==> src/core/pmx_dummy_unused.sv <==
// spare file of the control pin multiplexer; all of its logic sits in pmx_top
// assumes nothing of its surroundings

==> src/core/pmx_pkg.sv <==
// constants and carriers for the parallel-port control pin multiplexer
// assumes a single 200 MHz clock domain and an active-low async reset
package pmx_pkg;

    localparam int NUM_PINS = 3;
    localparam int IDX_OE3 = 0;
    localparam int IDX_HOLD = 1;
    localparam int IDX_ACK = 2;

    // edges after reset release before the synchronised strap is valid
    localparam logic [1:0] STRAP_SETTLE = 2'h2;
    localparam logic [1:0] REL_CNT_RST = 2'h0;

    localparam logic PIN_OUT_RST = 1'h1;
    localparam logic PIN_OE_RST = 1'h0;
    localparam logic ACK_RST = 1'h1;
    localparam logic FLOAT_RST = 1'h0;
    localparam logic XMEM_SEL_RST = 1'h0;
    localparam logic HOLDER_EN_RST = 1'h1;
    localparam logic SYNC_RST = 1'h1;

    typedef struct packed {
        logic out;
        logic oe;
    } pmx_pin_t;

    typedef enum logic [3:0] {
        HS_RUN = 4'h1,
        HS_FLOAT = 4'h2,
        HS_HELD = 4'h4,
        HS_RESUME = 4'h8
    } pmx_hold_st_t;

endpackage

==> src/core/pmx_top.sv <==
// reset-strapped mux of control pins 13..15 with bus hold handshake
// assumes gp and memory-interface inputs come from logic on sys_clk_in;
// pad levels are resolved outside from out/oe
`timescale 1ns/10ps

// Summary of operation
// RL1: pin 13 is gp line 33 with strap low, space-3 sync output-enable when high.
// RL2: pin 14 is gp line 34 with strap low, bus hold request input when high.
// RL3: pin 15 is gp line 35 with strap low, hold acknowledge output when high.
// RL4: chosen pin function takes effect when reset is released.
// RL5: gp lines start as inputs after reset.
// RL6: space-3 output-enable floats in reset, then drives one.
// RL7: space-3 output-enable acts as read enable for synchronous memory such as a fifo.
// RL8: hold acknowledge floats in reset, then drives one.
// RL9: an outside master asserts hold request to take the memory bus.
// RL10: on hold request, memory lines float first, then acknowledge asserts.
// RL11: memory-interface pins float while in the hold state.
// RL12: reset-floating pins stay floating as long as reset is low.
// RL13: control pins have a bus holder, enabled by default, controlled from bus control register.
// RL14: strap latched at reset release and kept until the next reset.
// RL15: acknowledge is active low; returns high after request gone and lines driven again.
module pmx_top (
    input wire logic sys_clk_in,
    input wire logic nrst_in,
    input wire logic mux_strap_pin_in,
    input wire logic ctl_pin_13_in,
    input wire logic ctl_pin_14_in,
    input wire logic ctl_pin_15_in,
    output logic ctl_pin_13_out,
    output logic ctl_pin_13_oe_out,
    output logic ctl_pin_14_out,
    output logic ctl_pin_14_oe_out,
    output logic ctl_pin_15_out,
    output logic ctl_pin_15_oe_out,
    input wire logic [2:0] par_gp_out_in,
    input wire logic [2:0] par_gp_dir_in,
    output logic [2:0] par_gp_in_out,
    input wire logic sync_out_enable_space3_in,
    input wire logic xmem_idle_in,
    output logic mem_float_out,
    output logic xmem_mode_out,
    output logic mode_valid_out,
    input wire logic holder_en_in,
    output logic [2:0] bus_holder_en_out
);

    ////////////////////////////////////////////////////////////////////////
    // pin and strap synchronisers

    logic [2:0] pin_raw;
    logic [2:0] pin_s1_q;
    logic [2:0] pin_s2_q;
    logic strap_s1_q;
    logic strap_s2_q;

    assign pin_raw = {ctl_pin_15_in, ctl_pin_14_in, ctl_pin_13_in};

    genvar gi;
    generate
        for (gi = 0; gi < pmx_pkg::NUM_PINS; gi++) begin : g_sync
            always_ff @(posedge sys_clk_in or negedge nrst_in) begin
                if (!nrst_in) begin
                    pin_s1_q[gi] <= pmx_pkg::SYNC_RST;
                    pin_s2_q[gi] <= pmx_pkg::SYNC_RST;
                end else begin
                    pin_s1_q[gi] <= pin_raw[gi];
                    pin_s2_q[gi] <= pin_s1_q[gi];
                end
            end
        end
    endgenerate

    always_ff @(posedge sys_clk_in or negedge nrst_in) begin
        if (!nrst_in) begin
            strap_s1_q <= pmx_pkg::XMEM_SEL_RST;
            strap_s2_q <= pmx_pkg::XMEM_SEL_RST;
        end else begin
            strap_s1_q <= mux_strap_pin_in;
            strap_s2_q <= strap_s1_q;
        end
    end

    ////////////////////////////////////////////////////////////////////////
    // strap capture after release

    logic [1:0] rel_q;
    logic [1:0] rel_d;
    logic valid_q;
    logic xmem_sel_q;
    logic capture;

    assign capture = (rel_q == pmx_pkg::STRAP_SETTLE) && !valid_q;
    assign rel_d = (rel_q == pmx_pkg::STRAP_SETTLE) ? rel_q : rel_q + 2'h1;

    always_ff @(posedge sys_clk_in or negedge nrst_in) begin
        if (!nrst_in) begin
            rel_q <= pmx_pkg::REL_CNT_RST;
            valid_q <= 1'b0;
            xmem_sel_q <= pmx_pkg::XMEM_SEL_RST;
        end else begin
            rel_q <= rel_d;
            if (capture) begin
                valid_q <= 1'b1; // RL4
                xmem_sel_q <= strap_s2_q; // RL14
            end
        end
    end

    ////////////////////////////////////////////////////////////////////////
    // bus hold handshake

    pmx_pkg::pmx_hold_st_t st_q;
    pmx_pkg::pmx_hold_st_t st_d;
    logic float_q;
    logic float_d;
    logic ack_q;
    logic ack_d;
    logic hold_req;

    // request is active low on pin 14
    assign hold_req = valid_q && xmem_sel_q && !pin_s2_q[pmx_pkg::IDX_HOLD]; // RL2 RL9

    always_comb begin
        st_d = st_q;
        float_d = float_q;
        ack_d = ack_q;
        case (st_q)
            pmx_pkg::HS_RUN: begin
                if (hold_req && xmem_idle_in) begin
                    st_d = pmx_pkg::HS_FLOAT;
                    float_d = 1'b1; // RL10
                end
            end
            pmx_pkg::HS_FLOAT: begin
                st_d = pmx_pkg::HS_HELD;
                ack_d = 1'b0; // RL10 RL15
            end
            pmx_pkg::HS_HELD: begin
                if (!hold_req) begin
                    st_d = pmx_pkg::HS_RESUME;
                    float_d = 1'b0;
                end
            end
            pmx_pkg::HS_RESUME: begin
                st_d = pmx_pkg::HS_RUN;
                ack_d = 1'b1; // RL15
            end
            default: begin
                st_d = pmx_pkg::HS_RUN;
                float_d = pmx_pkg::FLOAT_RST;
                ack_d = pmx_pkg::ACK_RST;
            end
        endcase
    end

    always_ff @(posedge sys_clk_in or negedge nrst_in) begin
        if (!nrst_in) begin
            st_q <= pmx_pkg::HS_RUN;
            float_q <= pmx_pkg::FLOAT_RST;
            ack_q <= pmx_pkg::ACK_RST;
        end else begin
            st_q <= st_d;
            float_q <= float_d;
            ack_q <= ack_d;
        end
    end

    ////////////////////////////////////////////////////////////////////////
    // pin drive selection

    pmx_pkg::pmx_pin_t [2:0] pin_q;
    pmx_pkg::pmx_pin_t [2:0] pin_d;
    logic [2:0] gp_oe;
    logic [2:0] holder_q;

    assign gp_oe = par_gp_dir_in & {3{valid_q && !xmem_sel_q}}; // RL5 RL12

    // space-3 enable forced high on its first driven cycle; read enable for sync memory
    assign pin_d[0].out = xmem_sel_q
        ? (sync_out_enable_space3_in || !pin_q[0].oe) // RL6 RL7
        : par_gp_out_in[0];
    assign pin_d[0].oe = xmem_sel_q ? (valid_q && !float_q) : gp_oe[0]; // RL1 RL11
    assign pin_d[1].out = par_gp_out_in[1];
    assign pin_d[1].oe = gp_oe[1]; // RL2
    assign pin_d[2].out = xmem_sel_q ? ack_q : par_gp_out_in[2]; // RL8
    assign pin_d[2].oe = xmem_sel_q ? valid_q : gp_oe[2]; // RL3

    always_ff @(posedge sys_clk_in or negedge nrst_in) begin
        if (!nrst_in) begin
            for (int i = 0; i < pmx_pkg::NUM_PINS; i++) begin
                pin_q[i].out <= pmx_pkg::PIN_OUT_RST;
                pin_q[i].oe <= pmx_pkg::PIN_OE_RST; // RL12
            end
            holder_q <= {3{pmx_pkg::HOLDER_EN_RST}};
        end else begin
            pin_q <= pin_d;
            holder_q <= valid_q ? {3{holder_en_in}} : {3{pmx_pkg::HOLDER_EN_RST}}; // RL13
        end
    end

    assign ctl_pin_13_out = pin_q[0].out;
    assign ctl_pin_13_oe_out = pin_q[0].oe;
    assign ctl_pin_14_out = pin_q[1].out;
    assign ctl_pin_14_oe_out = pin_q[1].oe;
    assign ctl_pin_15_out = pin_q[2].out;
    assign ctl_pin_15_oe_out = pin_q[2].oe;
    assign par_gp_in_out = pin_s2_q;
    assign mem_float_out = float_q;
    assign xmem_mode_out = xmem_sel_q;
    assign mode_valid_out = valid_q;
    assign bus_holder_en_out = holder_q;

    ////////////////////////////////////////////////////////////////////////
    // checks

    chk_float_unsel: assert property (@(posedge sys_clk_in) disable iff (!nrst_in) // RL12
        !valid_q |-> !(ctl_pin_13_oe_out || ctl_pin_14_oe_out || ctl_pin_15_oe_out))
        else $error("pin driven before mode selected");

    chk_gp_input_start: assert property (@(posedge sys_clk_in) disable iff (!nrst_in) // RL5
        $rose(valid_q) |-> !(ctl_pin_13_oe_out || ctl_pin_14_oe_out || ctl_pin_15_oe_out))
        else $error("pin driven in first selected cycle");

    chk_strap_kept: assert property (@(posedge sys_clk_in) disable iff (!nrst_in) // RL14
        $past(valid_q) |-> $stable(xmem_sel_q))
        else $error("pin function changed after capture");

    chk_oe3_first_one: assert property (@(posedge sys_clk_in) disable iff (!nrst_in) // RL6
        ($rose(valid_q) && xmem_sel_q) |=> (ctl_pin_13_oe_out && ctl_pin_13_out))
        else $error("space-3 enable not driven high after reset");

    chk_ack_first_one: assert property (@(posedge sys_clk_in) disable iff (!nrst_in) // RL8
        ($rose(valid_q) && xmem_sel_q) |=> (ctl_pin_15_oe_out && ctl_pin_15_out))
        else $error("hold acknowledge not driven high after reset");

    chk_hold_pin_input: assert property (@(posedge sys_clk_in) disable iff (!nrst_in) // RL2
        xmem_sel_q |-> !ctl_pin_14_oe_out)
        else $error("hold request pin driven");

    chk_float_before_ack: assert property (@(posedge sys_clk_in) disable iff (!nrst_in) // RL10
        $fell(ack_q) |-> (float_q && $past(float_q)))
        else $error("acknowledge before lines floated");

    chk_hold_response: assert property (@(posedge sys_clk_in) disable iff (!nrst_in) // RL10
        (st_q == pmx_pkg::HS_RUN && hold_req && xmem_idle_in)
        |=> (st_q == pmx_pkg::HS_FLOAT) ##1 (st_q == pmx_pkg::HS_HELD) ##1 !ctl_pin_15_out)
        else $error("hold request not acknowledged in three cycles");

    chk_held_float: assert property (@(posedge sys_clk_in) disable iff (!nrst_in) // RL11
        (st_q == pmx_pkg::HS_HELD && $past(st_q) == pmx_pkg::HS_HELD) |-> !ctl_pin_13_oe_out)
        else $error("space-3 enable driven while held");

    chk_ack_release: assert property (@(posedge sys_clk_in) disable iff (!nrst_in) // RL15
        $rose(ack_q) |-> (!float_q && !hold_req && !$past(float_q)))
        else $error("acknowledge released early");

    chk_holder_default: assert property (@(posedge sys_clk_in) disable iff (!nrst_in) // RL13
        !valid_q |-> (&bus_holder_en_out))
        else $error("bus holder off by default");

    cov_hold_entered: cover property (@(posedge sys_clk_in) disable iff (!nrst_in)
        st_q == pmx_pkg::HS_HELD && !ctl_pin_15_out);

    cov_hold_resumed: cover property (@(posedge sys_clk_in) disable iff (!nrst_in)
        st_q == pmx_pkg::HS_RESUME ##1 st_q == pmx_pkg::HS_RUN);

    cov_gp_mode: cover property (@(posedge sys_clk_in) disable iff (!nrst_in)
        valid_q && !xmem_sel_q && ctl_pin_13_oe_out);

endmodule

==> config.mk <==
export PLATFORM = sky130hd
export DESIGN_NAME = pmx_top
export DESIGN_NICKNAME = d
export VERILOG_FILES = /design/src/core/pmx_dummy_unused.sv /design/src/core/pmx_pkg.sv /design/src/core/pmx_top.sv
export SDC_FILE = /design/constraint.sdc
export NUM_CORES = 1
export LEC_CHECK = 0
export BUFFER_PORTS_ARGS = -buffer_cell sky130_fd_sc_hd__buf_2
export CORE_MARGIN = 5
export CORE_UTILIZATION = 40
export CTS_BUF_LIST = sky130_fd_sc_hd__clkbuf_4
export CTS_CLUSTER_SIZE = 30
export DETAILED_ROUTE_END_ITERATION = 8
export PLACE_DENSITY = 0.74
export SLEW_MARGIN = 20
export SYNTH_ARGS = -nofsm -noshare
export SYNTH_HDL_FRONTEND = slang
export SYNTH_SLANG_ARGS = --single-unit
==> constraint.sdc <==
create_clock -name sys_clk_in -period 3.83 [get_ports sys_clk_in]
set_input_delay 0.1915 -clock sys_clk_in [delete_from_list [all_inputs] [get_ports sys_clk_in]]
set_output_delay 0.1915 -clock sys_clk_in [all_outputs]
set_load 0.01 [all_outputs]
==> results.toml <==
[clocking]
max-clock-path-buffers = 2
root_buffer = "clkbuf_4"
post_cts_resized = 0
cts_buffers = 3
post_cts_buffers = 0
clock-sinks = 25
cts-hold-fix-buffers = 6
clk-insertion-delay-late_ns = 0.31
clkTransAtPathRegs_ns = 0.13
cts_tree = "done"
cts-htree-levels = 1

[drt]
vias = 644
via_per_inst = 4.81
ant_nets = 0
drt_wl_total_um = 1630
routedWlPerCell_um = 12.2
dr.pass1.iters = 4
drc_errors = 0
drt_iter0_markers = 25

[global_route]
grtUsageTotal_pct = 10.4
grt_overflow = 0
grt_pass1_vias = 573
grt_antenna_before_repair = 0
grt_max_degree = 26
grt_pass1_wl_um = 2700

[final_layout]
layout_commonest_cell = "buf_2"
area_growth_pct = 24.7
antenna_cells = 0
final_area_mm2 = 0.00120
finalNonFillerCells = 134
drive_above_1_share_pct = 46.2
final_cell_mix = "29 x buf_2, 13 x dfrtp_1, 12 x dfstp_2, 6 x dlygate4sd3_1, 5 x nand2_1"
nets = 123

[placed_design]
dp_slack_ns = 2.47
place_hpwl_um = 1190
post_dp_cell_area_mm2 = 0.00111
portBuffers = 29
gp_congestion = 0.768
placedCellCount = 124

[sta]
layout_setup_ws_ns = 2.43
clock_skew_ns = 0.00544
setup_tns_ns = 0
period_needed_ns = 1.40
rsz0062_at_grt = "false"
post-route-period-util_pct = 36.5
finalSetupViolations = 0
relSlewSlack_pct = 65.7
tightest_slew_ns = 0.515
max_freq_mhz = 716
finalHoldViolations = 0
maxSlewViolCount = 0

[synthesis]
synth-seq-cells = 25
synthXorXnorAreaFrac_pct = 1.82
synth_top_cell_area_share_pct = 33.8
syn-cell-area_um2 = 962
ys_seq_area_share_pct = 66.6
synthAdderAreaFrac_pct = 1.30
synth_top_family_by_area = "simple AND/OR/NAND/NOR gates"
synth_simple_gate_area_share_pct = 14.6
syn_nets = 88
syn_inst = 72
synthDistinctLibCells = 29
yosys_warnings = 0
synth-compound-area-share_pct = 8.19
synth_area_leaders = "dfrtp_1 34%, dfstp_2 33%, buf_4 2.3%, mux2_2 2.3%, o21a_1 2.3%"
avgSynthCellArea_um2 = 13.4
synth_mux_area_share_pct = 3.38
synth.largest_area_cell = "dfrtp_1"

[floorplanning]
core-area_mm2 = 0.00225
initial_core_util_pct = 42.7
chipHeight_um = 59.0
boundaryPins = 30
die_x_um = 59.0
fp.dieArea_mm2 = 0.00349
row_count = 17

[worst_setup_path]
cp.arrival_ns = 1.61
critPathLaunchType = "register"
worstPathRequired_ns = 4.04
crit_type = "register to register"
worst_r2r_endpoint = "st_q[1]"
crit_fanout = 11
rrSetupSlack_ns = 2.43
timing.rr.start = "xmem_mode_out"
rr_worst_depth = 3
critPathCaptureType = "register"

[power_and_ir_drop]
power.leakage_nw = 0.539
power_density_mw_per_mm2 = 383
max-vdd-ir-drop_uv = 214
total_power_uw = 460

[run_status]
outcome = "completed"

[min_path]
hp-class = "input pin to register"
hold_depth = 2
holdPathEnd = "bus_holder_en_out[1]"
min_from = "holder_en_in"

[job]
maxCapViolations = 0
==> metal layers <==
metal	part of all wire (%)	track usage [%]
met1	39	13.8
met2	49	14.2
met3	11	3.92
met4	0.86	6.80
met5	0	0
==> through the flow <==
stage,hold WS [ns],util [%]
2_1_floorplan,-0.104,-
3_3_place_gp,0.194,49.2
3_5_place_dp,0.198,49.2
4_1_cts,0.0441,53.2
5_1_grt,0.0288,53.2
6_report,0.0579,53.2
==> logic make-up (layout without fill, tap and decap cells) <==
kind of cell	after synthesis	count (layout)
XOR/XNOR	2	2
multiplexers	3	3
AO/OA/AOI/OAI	11	11
adder cells (fa/ha/maj)	1	1
AND/OR/NAND/NOR	23	23
flip-flops	25	25
buffers and inverters	7	41
==> where the power goes <==
group	leakage [nW]	internal (mW)	switching, mW
sequential	0.281	0.284	0.0106
clock	0.0139	0.0398	0.0749
combinational	0.245	0.0265	0.0237
total	0.539	0.351	0.109
==> final cells by class <==
type                            count  area [um2]
Fill cell                         191        1050
Inverter                            2        7.51
Multi-Input combinational cell     40         282
Clock inverter                      1        7.51
Clock buffer                        3        22.5
Tap cell                           28        35.0
Sequential cell                    25         641
Timing Repair Buffer               35         205
==> synth_stat cells <==
cell type / instances
a311oi_1: 1
a31oi_1: 1
and2b_2: 1
and4bb_1: 1
buf_2: 2
buf_4: 3
dfrtp_1: 13
dfstp_2: 12
ha_1: 1
inv_1: 2
mux2_2: 2
mux2i_1: 1
nand2_1: 5
nand3b_1: 2
nor2_1: 2
nor2b_1: 3
nor3_1: 3
nor4_1: 1
nor4b_1: 1
o211a_1: 1
o21a_1: 3
o21ai_0: 3
o21bai_1: 1
o32ai_1: 1
or2_2: 1
or2b_1: 1
or3_1: 1
or3b_1: 1
xnor2_1: 2
==> flip-flops by register name (all words and copies together) (netlist names), 2 cells and up <==
name / flops
pin_s1_q: 3
st_q: 4
par_gp_in_out: 3
rel_q: 2
==> worst max-delay path, cell delays in order, from the launching register on <==
cell     delay, ns
dfrtp_1       0.55
nand2_1       0.12
or3_1         0.35
nor4_1        0.27
==> how the worst max path moves through the flow <==
stage / from / endpoint / depth (start not counted)
global placement: xmem_mode_out / st_q[1] / 3
global route: xmem_mode_out / mem_float_out / 3
floorplan: xmem_mode_out / st_q[0] / 4
CTS: xmem_mode_out / st_q[1] / 3
detailed placement: xmem_mode_out / st_q[1] / 3
finish: xmem_mode_out / st_q[1] / 3
(Power assumes the default switching activity.)
